==> config.mk <==
export PLATFORM = sky130hd
export DESIGN_NAME = rffrt_frame_filter
export DESIGN_NICKNAME = d
export VERILOG_FILES = /design/src/inc/rffrt_pkg.sv /design/src/logic/rffrt_filter_decide.sv /design/src/logic/rffrt_frame_filter.sv
export SDC_FILE = /design/constraint.sdc
export NUM_CORES = 1
export LEC_CHECK = 0
export BUFFER_PORTS_ARGS = -buffer_cell sky130_fd_sc_hd__buf_2
export CAP_MARGIN = 10
export CORE_MARGIN = 1.5
export CORE_UTILIZATION = 63
export DETAILED_ROUTE_END_ITERATION = 12
export PLACE_DENSITY = 0.78
export SKIP_CTS_REPAIR_TIMING = 1
export SKIP_LAST_GASP = 1
export SLEW_MARGIN = 20
export SYNTH_ARGS = -nofsm -noshare
export SYNTH_HDL_FRONTEND = slang
export SYNTH_HIERARCHICAL = 1
export SYNTH_SLANG_ARGS = --single-unit
==> constraint.sdc <==
create_clock -name clk_sys -period 4.7 [get_ports clk_sys]
set_clock_uncertainty 0.05 [all_clocks]
set_input_delay 0.94 -clock clk_sys [delete_from_list [all_inputs] [get_ports clk_sys]]
set_output_delay 0.94 -clock clk_sys [all_outputs]
set_load 0.02 [all_outputs]
==> src/inc/rffrt_pkg.sv <==
/*
  constants, frame-control decoding and carrier types of the receive
  frame filter. assumes a receiver that hands over psdu bytes in order,
  first byte of the frame control field first.
*/
package rffrt_pkg;
    // ----------------------------------------------------------------
    // register offsets
    // ----------------------------------------------------------------
    localparam logic [7:0] ADDR_EXT_RX_CTRL = 8'h17;
    localparam logic [7:0] ADDR_SHORT_LO = 8'h20;
    localparam logic [7:0] ADDR_SHORT_HI = 8'h21;
    localparam logic [7:0] ADDR_NETID_LO = 8'h22;
    localparam logic [7:0] ADDR_NETID_HI = 8'h23;
    localparam logic [7:0] ADDR_EXT_FIRST = 8'h24;
    localparam logic [7:0] ADDR_EXT_LAST = 8'h2B;
    localparam logic [7:0] ADDR_ACK_FILT_CTRL = 8'h2E;

    // ----------------------------------------------------------------
    // field positions
    // ----------------------------------------------------------------
    localparam int BIT_TX_TS_EN = 7;
    localparam int BIT_RSVD_FILTER = 5;
    localparam int BIT_RSVD_UPLOAD = 4;
    localparam int BIT_ACK_TIME = 2;
    localparam int BIT_PROMISC = 1;
    localparam int BIT_SMART_PWR = 0;
    localparam int BIT_FVN_LSB = 6;
    localparam int BIT_ACK_DISABLE = 4;
    localparam int BIT_COORD = 3;
    // bit 3 of the extended control register is read-only zero
    localparam logic [7:0] EXT_RX_CTRL_WMASK = 8'hF7;

    // ----------------------------------------------------------------
    // reset values
    // ----------------------------------------------------------------
    localparam logic [7:0] EXT_RX_CTRL_RST = 8'h00;
    localparam logic [7:0] ACK_FILT_CTRL_RST = 8'h41;
    localparam logic [15:0] SHORT_ADDR_RST = 16'hFFFF;
    localparam logic [15:0] NETID_RST = 16'hFFFF;
    localparam logic [63:0] EXT_ADDR_RST = 64'h0000000000000000;

    // ----------------------------------------------------------------
    // frame control field
    // ----------------------------------------------------------------
    localparam logic [2:0] FT_BEACON = 3'h0;
    localparam logic [2:0] FT_DATA = 3'h1;
    localparam logic [2:0] FT_ACK = 3'h2;
    localparam logic [2:0] FT_CMD = 3'h3;
    localparam logic [1:0] AM_NONE = 2'h0;
    localparam logic [1:0] AM_SHORT = 2'h2;
    localparam logic [1:0] AM_EXT = 2'h3;
    localparam logic [1:0] FVN_ANY = 2'h3;
    localparam int FCF_ACKREQ_BIT = 5;
    localparam int FCF_PANCOMP_BIT = 6;
    localparam int FCF_DMODE_LSB = 10;
    localparam int FCF_VER_LSB = 12;
    localparam int FCF_SMODE_LSB = 14;
    localparam logic [15:0] BROADCAST = 16'hFFFF;
    localparam logic [6:0] HDR_BASE = 7'h03;
    localparam logic [6:0] PAN_LEN = 7'h02;
    localparam logic [6:0] SHORT_LEN = 7'h02;
    localparam logic [6:0] EXT_LEN = 7'h08;

    typedef enum logic [1:0] {ST_IDLE, ST_HDR, ST_PAYLOAD} rffrt_state_t;

    typedef struct packed {
        logic wr;
        logic rd;
        logic [7:0] addr;
        logic [7:0] wdata;
    } rffrt_reg_req_t;

    typedef struct packed {
        logic start;
        logic valid;
        logic [7:0] data;
        logic done;
        logic fcsOk;
    } rffrt_rx_t;

    typedef struct packed {
        logic [15:0] shortAddr;
        logic [15:0] panId;
        logic [63:0] extAddr;
        logic promisc;
        logic upload;
        logic filtering;
        logic coord;
        logic ackDisable;
        logic [1:0] fvnMode;
    } rffrt_cfg_t;

    typedef struct packed {
        logic [15:0] fcf;
        logic [15:0] dstPan;
        logic [63:0] dstAddr;
        logic [15:0] srcPan;
    } rffrt_hdr_t;

    typedef struct packed {
        logic amiOk;
        logic endOk;
        logic ackOk;
    } rffrt_verdict_t;

    // byte length of an address field for a given addressing mode
    function automatic logic [6:0] addrLen(input logic [1:0] mode);
        case (mode)
            AM_SHORT: addrLen = SHORT_LEN;
            AM_EXT: addrLen = EXT_LEN;
            default: addrLen = 7'h00;
        endcase
    endfunction
endpackage

==> src/logic/rffrt_filter_decide.sv <==
/*
  combinational verdict of the frame filter for one parsed header.
  assumes the header fields are stable and hdrComplete is high only
  once every address byte has been captured.
*/
`timescale 1ns/1ps
module rffrt_filter_decide (
    input wire rffrt_pkg::rffrt_hdr_t hdr, // captured header fields
    input wire rffrt_pkg::rffrt_cfg_t cfg, // programmed configuration
    input wire logic hdrComplete, // all address bytes seen
    input wire logic fcsOk, // checksum result of the frame
    output rffrt_pkg::rffrt_verdict_t verdict // interrupt and ack gating
);
    logic [2:0] fType;
    logic [1:0] dMode;
    logic [1:0] sMode;
    logic [1:0] ver;
    logic reserved;
    logic asData;
    logic uploadOnly;
    logic dataLike;
    logic verOk;
    logic dPanOk;
    logic dAddrOk;
    logic beaconOk;
    logic srcOnlyOk;
    logic addrPass;
    logic amiQuiet;
    logic [15:0] srcPanEff;

    // ----------------------------------------------------------------
    // address filter and reserved-type policy
    // ----------------------------------------------------------------
    always_comb begin
        fType = hdr.fcf[2:0];
        dMode = hdr.fcf[rffrt_pkg::FCF_DMODE_LSB +: 2];
        sMode = hdr.fcf[rffrt_pkg::FCF_SMODE_LSB +: 2];
        ver = hdr.fcf[rffrt_pkg::FCF_VER_LSB +: 2];
        reserved = fType[2];
        // filtering without upload is a misuse; treat it as discard
        asData = reserved & cfg.upload & cfg.filtering;
        uploadOnly = reserved & cfg.upload & ~cfg.filtering;
        dataLike = (fType == rffrt_pkg::FT_DATA) ||
                   (fType == rffrt_pkg::FT_CMD) || asData;
        verOk = (cfg.fvnMode == rffrt_pkg::FVN_ANY) ||
                (ver <= cfg.fvnMode);
        srcPanEff = hdr.fcf[rffrt_pkg::FCF_PANCOMP_BIT] ?
                    hdr.dstPan : hdr.srcPan;
        dPanOk = (dMode < rffrt_pkg::AM_SHORT) ||
                 (hdr.dstPan == cfg.panId) ||
                 (hdr.dstPan == rffrt_pkg::BROADCAST);
        case (dMode)
            rffrt_pkg::AM_SHORT: dAddrOk =
                (hdr.dstAddr[15:0] == cfg.shortAddr) ||
                (hdr.dstAddr[15:0] == rffrt_pkg::BROADCAST);
            rffrt_pkg::AM_EXT: dAddrOk =
                (hdr.dstAddr == cfg.extAddr);
            default: dAddrOk = 1'b1;
        endcase
        beaconOk = (fType != rffrt_pkg::FT_BEACON) ||
                   (sMode < rffrt_pkg::AM_SHORT) ||
                   (cfg.panId == rffrt_pkg::BROADCAST) ||
                   (srcPanEff == cfg.panId);
        // source-only data or command frames need the coordinator role
        srcOnlyOk = !(dataLike && (dMode == rffrt_pkg::AM_NONE) &&
                      (sMode >= rffrt_pkg::AM_SHORT)) ||
                    (cfg.coord && (srcPanEff == cfg.panId));
        addrPass = hdrComplete && (!reserved || asData) && verOk &&
                   dPanOk && dAddrOk && beaconOk && srcOnlyOk &&
                   (fType != rffrt_pkg::FT_ACK) &&
                   ((dMode >= rffrt_pkg::AM_SHORT) ||
                    (sMode >= rffrt_pkg::AM_SHORT));
        // acknowledgement-like addressing is never announced
        amiQuiet = (dMode <= 2'h1) && (sMode == rffrt_pkg::AM_NONE);
        verdict.amiOk = addrPass && !amiQuiet;
        if (cfg.promisc) begin
            verdict.endOk = 1'b1;
        end else if (uploadOnly) begin
            verdict.endOk = fcsOk;
        end else begin
            verdict.endOk = addrPass && fcsOk;
        end
        // ack only for frames that pass and ended with a good checksum
        verdict.ackOk = !cfg.ackDisable && !uploadOnly && addrPass &&
                        fcsOk && hdr.fcf[rffrt_pkg::FCF_ACKREQ_BIT];
    end
endmodule

==> src/logic/rffrt_frame_filter.sv <==
/*
  receive frame filter of the auto-acknowledge receive state: address
  and control registers, header parser and event generation.
  assumes register requests and the psdu byte stream come from logic
  on clk_sys; a frame is framed by start and done strobes, done carries
  the checksum result and follows the last byte.
*/
`timescale 1ns/1ps
module rffrt_frame_filter #(
    parameter int MAX_FRAME_BYTES = 127
) (
    input wire logic clk_sys, // system clock
    input wire logic rst_n, // synchronous reset
    input wire rffrt_pkg::rffrt_reg_req_t regReq, // register access
    output logic [7:0] regRdData, // read data
    output logic regRdValid, // read data valid
    input wire logic rxAackActive, // auto-ack receive state active
    input wire rffrt_pkg::rffrt_rx_t rxIn, // received byte stream
    output logic frameEndEvent, // frame end event pulse
    output logic addrMatchEvent, // address match event pulse
    output logic ackSend, // start automatic acknowledgement
    output logic rxFcsValid, // checksum result of last frame
    output logic txTimestampEnable, // control bit to tx side
    output logic ackTurnaroundSelect, // control bit to ack timer
    output logic smartPowerEnable // control bit to receiver
);
    // ----------------------------------------------------------------
    // state and configuration checks
    // ----------------------------------------------------------------
    initial begin
        if (MAX_FRAME_BYTES < 4 || MAX_FRAME_BYTES > 127) begin
            $error("frame length must fit the 7-bit byte counter");
        end
    end

    localparam logic [6:0] MAX_POS = 7'(MAX_FRAME_BYTES);

    typedef struct packed {
        rffrt_pkg::rffrt_state_t st;
        logic [6:0] pos;
        rffrt_pkg::rffrt_hdr_t hdr;
        logic [7:0] extRxCtrl;
        logic [7:0] ackFiltCtrl;
        logic [15:0] shortAddr;
        logic [15:0] panId;
        logic [63:0] extAddr;
        logic [7:0] rdData;
        logic rdValid;
        logic frameEnd;
        logic addrMatch;
        logic ackSend;
        logic fcsValid;
    } rffrt_core_t;

    rffrt_core_t core_ff;
    rffrt_core_t nxt_core;
    rffrt_pkg::rffrt_cfg_t cfg;
    rffrt_pkg::rffrt_verdict_t verdict;
    logic hdrComplete;
    logic hdrNow;
    logic [1:0] dMode;
    logic [1:0] sMode;
    logic [6:0] dPanLen;
    logic [6:0] sPanLen;
    logic [6:0] dAddrStart;
    logic [6:0] sPanStart;
    logic [6:0] hdrLen;

    // ----------------------------------------------------------------
    // helpers
    // ----------------------------------------------------------------
    // byte lane of the extended address for a register offset
    function automatic logic [2:0] extIndex(input logic [7:0] addr);
        logic [7:0] diff;
        diff = addr - rffrt_pkg::ADDR_EXT_FIRST;
        extIndex = diff[2:0];
    endfunction

    function automatic logic isExtAddr(input logic [7:0] addr);
        isExtAddr = (addr >= rffrt_pkg::ADDR_EXT_FIRST) &&
                    (addr <= rffrt_pkg::ADDR_EXT_LAST);
    endfunction

    // ----------------------------------------------------------------
    // configuration view of the registers
    // ----------------------------------------------------------------
    always_comb begin
        cfg.shortAddr = core_ff.shortAddr;
        cfg.panId = core_ff.panId;
        cfg.extAddr = core_ff.extAddr;
        cfg.promisc = core_ff.extRxCtrl[rffrt_pkg::BIT_PROMISC];
        cfg.upload = core_ff.extRxCtrl[rffrt_pkg::BIT_RSVD_UPLOAD];
        cfg.filtering =
            core_ff.extRxCtrl[rffrt_pkg::BIT_RSVD_FILTER];
        cfg.coord = core_ff.ackFiltCtrl[rffrt_pkg::BIT_COORD];
        cfg.ackDisable = core_ff.ackFiltCtrl[rffrt_pkg::BIT_ACK_DISABLE];
        cfg.fvnMode =
            core_ff.ackFiltCtrl[rffrt_pkg::BIT_FVN_LSB +: 2];
    end

    // ----------------------------------------------------------------
    // header geometry from the captured frame control field
    // ----------------------------------------------------------------
    // network id compression only drops the source id when both present
    always_comb begin
        dMode = core_ff.hdr.fcf[rffrt_pkg::FCF_DMODE_LSB +: 2];
        sMode = core_ff.hdr.fcf[rffrt_pkg::FCF_SMODE_LSB +: 2];
        dPanLen = (dMode >= rffrt_pkg::AM_SHORT) ?
                  rffrt_pkg::PAN_LEN : 7'h00;
        sPanLen = ((sMode >= rffrt_pkg::AM_SHORT) &&
                   !(core_ff.hdr.fcf[rffrt_pkg::FCF_PANCOMP_BIT] &&
                     (dMode >= rffrt_pkg::AM_SHORT))) ?
                  rffrt_pkg::PAN_LEN : 7'h00;
        dAddrStart = rffrt_pkg::HDR_BASE + dPanLen;
        sPanStart = dAddrStart + rffrt_pkg::addrLen(dMode);
        hdrLen = sPanStart + sPanLen + rffrt_pkg::addrLen(sMode);
        hdrNow = (core_ff.st == rffrt_pkg::ST_HDR) &&
                 (core_ff.pos >= rffrt_pkg::HDR_BASE) &&
                 (core_ff.pos == hdrLen);
        hdrComplete = hdrNow || (core_ff.st == rffrt_pkg::ST_PAYLOAD);
    end

    rffrt_filter_decide u_decide (
        .hdr(core_ff.hdr),
        .cfg(cfg),
        .hdrComplete(hdrComplete),
        .fcsOk(rxIn.fcsOk),
        .verdict(verdict)
    );

    // ----------------------------------------------------------------
    // next state: registers, parser, events
    // ----------------------------------------------------------------
    always_comb begin
        logic [6:0] rel;
        rel = 7'h00;
        nxt_core = core_ff;
        nxt_core.rdValid = 1'b0;
        nxt_core.frameEnd = 1'b0;
        nxt_core.addrMatch = 1'b0;
        nxt_core.ackSend = 1'b0;

        // register write; unmapped offsets are ignored
        if (regReq.wr) begin
            if (regReq.addr == rffrt_pkg::ADDR_EXT_RX_CTRL) begin
                nxt_core.extRxCtrl = regReq.wdata &
                    rffrt_pkg::EXT_RX_CTRL_WMASK;
            end else if (regReq.addr == rffrt_pkg::ADDR_ACK_FILT_CTRL) begin
                nxt_core.ackFiltCtrl = regReq.wdata;
            end else if (regReq.addr == rffrt_pkg::ADDR_SHORT_LO) begin
                nxt_core.shortAddr[7:0] = regReq.wdata;
            end else if (regReq.addr == rffrt_pkg::ADDR_SHORT_HI) begin
                nxt_core.shortAddr[15:8] = regReq.wdata;
            end else if (regReq.addr == rffrt_pkg::ADDR_NETID_LO) begin
                nxt_core.panId[7:0] = regReq.wdata;
            end else if (regReq.addr == rffrt_pkg::ADDR_NETID_HI) begin
                nxt_core.panId[15:8] = regReq.wdata;
            end else if (isExtAddr(regReq.addr)) begin
                nxt_core.extAddr[extIndex(regReq.addr)*8 +: 8] =
                    regReq.wdata;
            end
        end

        // register read, answered one cycle later; unmapped reads zero
        if (regReq.rd) begin
            nxt_core.rdValid = 1'b1;
            if (regReq.addr == rffrt_pkg::ADDR_EXT_RX_CTRL) begin
                nxt_core.rdData = core_ff.extRxCtrl;
            end else if (regReq.addr == rffrt_pkg::ADDR_ACK_FILT_CTRL) begin
                nxt_core.rdData = core_ff.ackFiltCtrl;
            end else if (regReq.addr == rffrt_pkg::ADDR_SHORT_LO) begin
                nxt_core.rdData = core_ff.shortAddr[7:0];
            end else if (regReq.addr == rffrt_pkg::ADDR_SHORT_HI) begin
                nxt_core.rdData = core_ff.shortAddr[15:8];
            end else if (regReq.addr == rffrt_pkg::ADDR_NETID_LO) begin
                nxt_core.rdData = core_ff.panId[7:0];
            end else if (regReq.addr == rffrt_pkg::ADDR_NETID_HI) begin
                nxt_core.rdData = core_ff.panId[15:8];
            end else if (isExtAddr(regReq.addr)) begin
                nxt_core.rdData =
                    core_ff.extAddr[extIndex(regReq.addr)*8 +: 8];
            end else begin
                nxt_core.rdData = 8'h00;
            end
        end

        // frame parser; leaving the receive state aborts a frame, unless done arrives in the same cycle
        case (core_ff.st)
            rffrt_pkg::ST_IDLE: begin
                if (rxAackActive && rxIn.start) begin
                    nxt_core.st = rffrt_pkg::ST_HDR;
                    nxt_core.pos = 7'h00;
                    nxt_core.hdr = '0;
                end
            end
            rffrt_pkg::ST_HDR, rffrt_pkg::ST_PAYLOAD: begin
                if (hdrNow) begin
                    nxt_core.st = rffrt_pkg::ST_PAYLOAD;
                    nxt_core.addrMatch = verdict.amiOk;
                end
                if (rxIn.valid && (core_ff.pos < MAX_POS)) begin
                    nxt_core.pos = core_ff.pos + 7'h01;
                end
                // capture header bytes by position; source address dropped
                if (rxIn.valid && (core_ff.st == rffrt_pkg::ST_HDR) &&
                    !hdrNow) begin
                    if (core_ff.pos == 7'h00) begin
                        nxt_core.hdr.fcf[7:0] = rxIn.data;
                    end else if (core_ff.pos == 7'h01) begin
                        nxt_core.hdr.fcf[15:8] = rxIn.data;
                    end else if (core_ff.pos < rffrt_pkg::HDR_BASE) begin
                        rel = 7'h00; // sequence number is not filtered
                    end else if (core_ff.pos < dAddrStart) begin
                        rel = core_ff.pos - rffrt_pkg::HDR_BASE;
                        nxt_core.hdr.dstPan[rel[0]*8 +: 8] = rxIn.data;
                    end else if (core_ff.pos < sPanStart) begin
                        rel = core_ff.pos - dAddrStart;
                        nxt_core.hdr.dstAddr[rel[2:0]*8 +: 8] = rxIn.data;
                    end else if (core_ff.pos < sPanStart + sPanLen) begin
                        rel = core_ff.pos - sPanStart;
                        nxt_core.hdr.srcPan[rel[0]*8 +: 8] = rxIn.data;
                    end
                end
                if (rxIn.done) begin
                    // a short frame fails the filter but may still end
                    nxt_core.st = rffrt_pkg::ST_IDLE;
                    nxt_core.frameEnd = verdict.endOk;
                    nxt_core.ackSend = verdict.ackOk;
                    nxt_core.fcsValid = rxIn.fcsOk;
                end else if (!rxAackActive) begin
                    nxt_core.st = rffrt_pkg::ST_IDLE;
                    nxt_core.addrMatch = 1'b0;
                end else if (rxIn.start) begin
                    // restart on a new frame without a closing strobe
                    nxt_core.st = rffrt_pkg::ST_HDR;
                    nxt_core.pos = 7'h00;
                    nxt_core.hdr = '0;
                    nxt_core.addrMatch = 1'b0;
                end
            end
            default: begin
                nxt_core.st = rffrt_pkg::ST_IDLE;
            end
        endcase
    end

    // ----------------------------------------------------------------
    // state register
    // ----------------------------------------------------------------
    always_ff @(posedge clk_sys) begin
        if (!rst_n) begin
            core_ff <= '0;
            core_ff.st <= rffrt_pkg::ST_IDLE;
            core_ff.extRxCtrl <= rffrt_pkg::EXT_RX_CTRL_RST;
            core_ff.ackFiltCtrl <= rffrt_pkg::ACK_FILT_CTRL_RST;
            core_ff.shortAddr <= rffrt_pkg::SHORT_ADDR_RST;
            core_ff.panId <= rffrt_pkg::NETID_RST;
            core_ff.extAddr <= rffrt_pkg::EXT_ADDR_RST;
        end else begin
            core_ff <= nxt_core;
        end
    end

    // ----------------------------------------------------------------
    // outputs
    // ----------------------------------------------------------------
    assign regRdData = core_ff.rdData;
    assign regRdValid = core_ff.rdValid;
    assign frameEndEvent = core_ff.frameEnd;
    assign addrMatchEvent = core_ff.addrMatch;
    assign ackSend = core_ff.ackSend;
    assign rxFcsValid = core_ff.fcsValid;
    assign txTimestampEnable = core_ff.extRxCtrl[rffrt_pkg::BIT_TX_TS_EN];
    assign ackTurnaroundSelect = core_ff.extRxCtrl[rffrt_pkg::BIT_ACK_TIME];
    assign smartPowerEnable = core_ff.extRxCtrl[rffrt_pkg::BIT_SMART_PWR];
endmodule
==> insert_results.sql <==
INSERT INTO impl_metrics (metric_group, metric, value, unit) VALUES
('run_status', 'status', 'finished, final reports clean', ''),
('final_layout', 'flow.area_growth_from_synthesis', '8.41', '%'),
('global_route', 'antenna_found_initial', '0', ''),
('setup_path', 'setup.worst_path.end_class', 'flip-flop', ''),
('drt', 'first_pass_iters', '6', ''),
('clocking', 'cts.clk_slew.worst_paths', '0.06', 'ns'),
('floorplan', 'fp.coreArea', '0.0201', 'mm2'),
('yosys', 'syn_area_per_cell', '9.31', 'um2'),
('clocking', 'clock_tree.buffer_depth', '3', ''),
('sta', 'timing.final.hold_violations', '0', ''),
('final_layout', 'antennaDiodeCount', '0', ''),
('placed_design', 'gp_routability_congestion', '1.02', ''),
('pwr', 'total_internal_power', '3.18', 'mW'),
('sta', 'setup_viol', '0', ''),
('final_layout', 'sequential_cell_area', '0.00480', 'mm2'),
('clocking', 'cts_root_buf', 'sky130_fd_sc_hd__clkbuf_16', ''),
('drt', 'route.detailed.drc', '0', ''),
('sta', 'fin_setup_tns', '0', 'ns'),
('floorplan', 'die_height', '146', 'um'),
('sta', 'hold_ws', '0.412', 'ns'),
('yosys', 'postSynthCellCount', '1379', ''),
('setup_path', 'worstSetupPathType', 'reg -> reg', ''),
('yosys', 'yosys_warnings', '6', ''),
('pwr', 'leakagePower', '5.38', 'nW'),
('setup_path', 'crit_buf_inv', '0', ''),
('clocking', 'clock_latency', '0.53', 'ns'),
('final_layout', 'final_nets', '1455', ''),
('setup_path', 'crit_path_max_incr_delay', '0.43', 'ns'),
('sta', 'timing.final.crit_period', '4.19', 'ns'),
('final_layout', 'multi_input_area', '0.00754', 'mm2'),
('drt', 'initialDrtViolationCount', '1182', ''),
('global_route', 'largest_net_degree_at_the_start_of_global_routing', '77', ''),
('final_layout', 'most-common-layout-cells', 'sky130_fd_sc_hd__dfxtp_1, sky130_fd_sc_hd__nand2_1, sky130_fd_sc_hd__mux2i_1', ''),
('final_layout', 'leading_cell_type_in_the_layout_fill_and_taps_excluded', 'sky130_fd_sc_hd__dfxtp_1', ''),
('setup_path', 'worstPathCellList', 'a21boi_0 -> ha_1 -> ha_1 -> ha_1 -> xnor2_4 -> xnor3_1 -> or3_4 -> o211ai_4 -> nand2_1 -> nand2b_1 -> o21ai_0 -> nor3_1 -> o211ai_1 -> a31oi_1 -> o21ai_1 -> nor4_2 -> and4_1', ''),
('final_layout', 'layout.filler_cells', '1555', ''),
('placed_design', 'place_area', '0.0131', 'mm2'),
('floorplan', 'placement_rows', '52', ''),
('setup_path', 'cp_max_fo', '8', ''),
('clocking', 'cts.sink_count', '240', ''),
('hold_path', 'hold_path_class', 'reg -> reg', ''),
('global_route', 'grt_busiest_layer', 'met2', ''),
('job', 'cap_violations', '0', ''),
('global_route', 'grt_use_met1', '47.9', '%'),
('pwr', 'clockPowerShare', '45.2', '%'),
('floorplan', 'start_util', '63.9', '%'),
('sta', 'final.period_utilization', '89.1', '%'),
('pwr', 'net-switching-power', '1.03', 'mW'),
('setup_path', 'timing.critical_path.slowest_stage_cell', 'sky130_fd_sc_hd__dfxtp_1', ''),
('floorplan', 'die_area', '0.0213', 'mm2'),
('final_layout', 'layout.cell_area.non_filler', '0.0139', 'mm2'),
('setup_path', 'cpLargestDelayFamily', 'simple AND/OR/NAND/NOR gates', ''),
('pwr', 'max-vdd-ir-drop', '0.000355', 'V'),
('pwr', 'finalPower', '4.21', 'mW'),
('placed_design', 'buffer_ports.inserted', '48', ''),
('yosys', 'post_synth_instance_area', '0.0128', 'mm2'),
('floorplan', 'design.portCount', '49', ''),
('pwr', 'pwr-share-seq', '48.5', '%'),
('setup_path', 'worst-r2r-setup-slack', '0.51', 'ns'),
('pwr', 'power_switching_share', '24.4', '%'),
('clocking', 'cts_tree', 'done', ''),
('drt', 'wl_per_cell', '22.3', 'um'),
('global_route', 'met3_usage', '4.89', '%'),
('drt', 'via_count', '10700', ''),
('clocking', 'cts.htree.levels', '1', ''),
('sta', 'timing.max_slew.rel_slack', '35.8', '%'),
('clocking', 'cts-buffers-inserted', '25', ''),
('setup_path', 'required', '5.12', 'ns'),
('drt', 'postRouteWirelength', '37400', 'um'),
('final_layout', 'layout-drive-gt1-share', '10.4', '%'),
('global_route', 'first_global_vias', '10100', '');
layer usage:
metal / wire length (um) / share of wire (%)
met5: 0 / 0
met4: 1820 / 4.9
met3: 3150 / 8.4
met2: 16800 / 45
met1: 15700 / 42
cell type report:
cell class                 count  share of cell area (%)
inverter                      27                   0.728
sequential                   240                    34.5
timing repair buffer          63                    2.55
clock buffer                  29                    4.74
multi-input combinational   1032                    54.2
clock inverter                16                   0.863
tap                          270                    2.43
worst paths after layout:
check,cells after the start,start,to
min,2,rxFcsValid$_SDFFE_PN0P_,rxFcsValid$_SDFFE_PN0P_
min reg2reg,2,rxFcsValid$_SDFFE_PN0P_,rxFcsValid$_SDFFE_PN0P_
max,17,core_ff[236]$_SDFFE_PN0P_,ackSend$_SDFF_PN0_
max reg2reg,17,core_ff[236]$_SDFFE_PN0P_,ackSend$_SDFF_PN0_
registers in the layout, summed over array words and instances (netlist names):
signal / flops
ackSend: 1
core_ff: 121
cfg: 103
regRdData: 8
txTimestampEnable: 1
regRdValid: 1
rxFcsValid: 1
smartPowerEnable: 1
frameEndEvent: 1
addrMatchEvent: 1
ackTurnaroundSelect: 1
per-stage QoR:
| step | utilization (%) | setup WS (ns) | instances |
|---|---|---|---|
| final | 69.3 | 0.510 | 1677 |
| after global routing | 69.3 | 0.178 | 1677 |
| after CTS | 69.3 | 0.551 | 1677 |
| after detailed placement | 65.4 | 0.587 | 1632 |
| after global placement | 65.4 | 0.754 | 1632 |
| after floorplan | - | 0.850 | 1380 |
worst reg2reg max path: cells and delay by family, from the launching register on:
kind                     cells  cell delay (ns)
AO/OA/AOI/OAI                6             0.93
adder cells (fa/ha/maj)      3             0.81
flip-flops                   1             0.43
AND/OR/NAND/NOR              6             1.36
XOR/XNOR                     2             0.57
power by group through the flow:
stage | clock [mW] | sequential [mW] | combinational [mW]
floorplan | 0 | 2.09 | 0.168
global placement | 0 | 2.09 | 0.255
detailed placement | 0 | 2.09 | 0.257
CTS | 1.92 | 2.04 | 0.259
global route | 2.00 | 2.04 | 0.281
finish | 1.90 | 2.04 | 0.266
No activity file was read; power rests on OpenSTA's default activity.
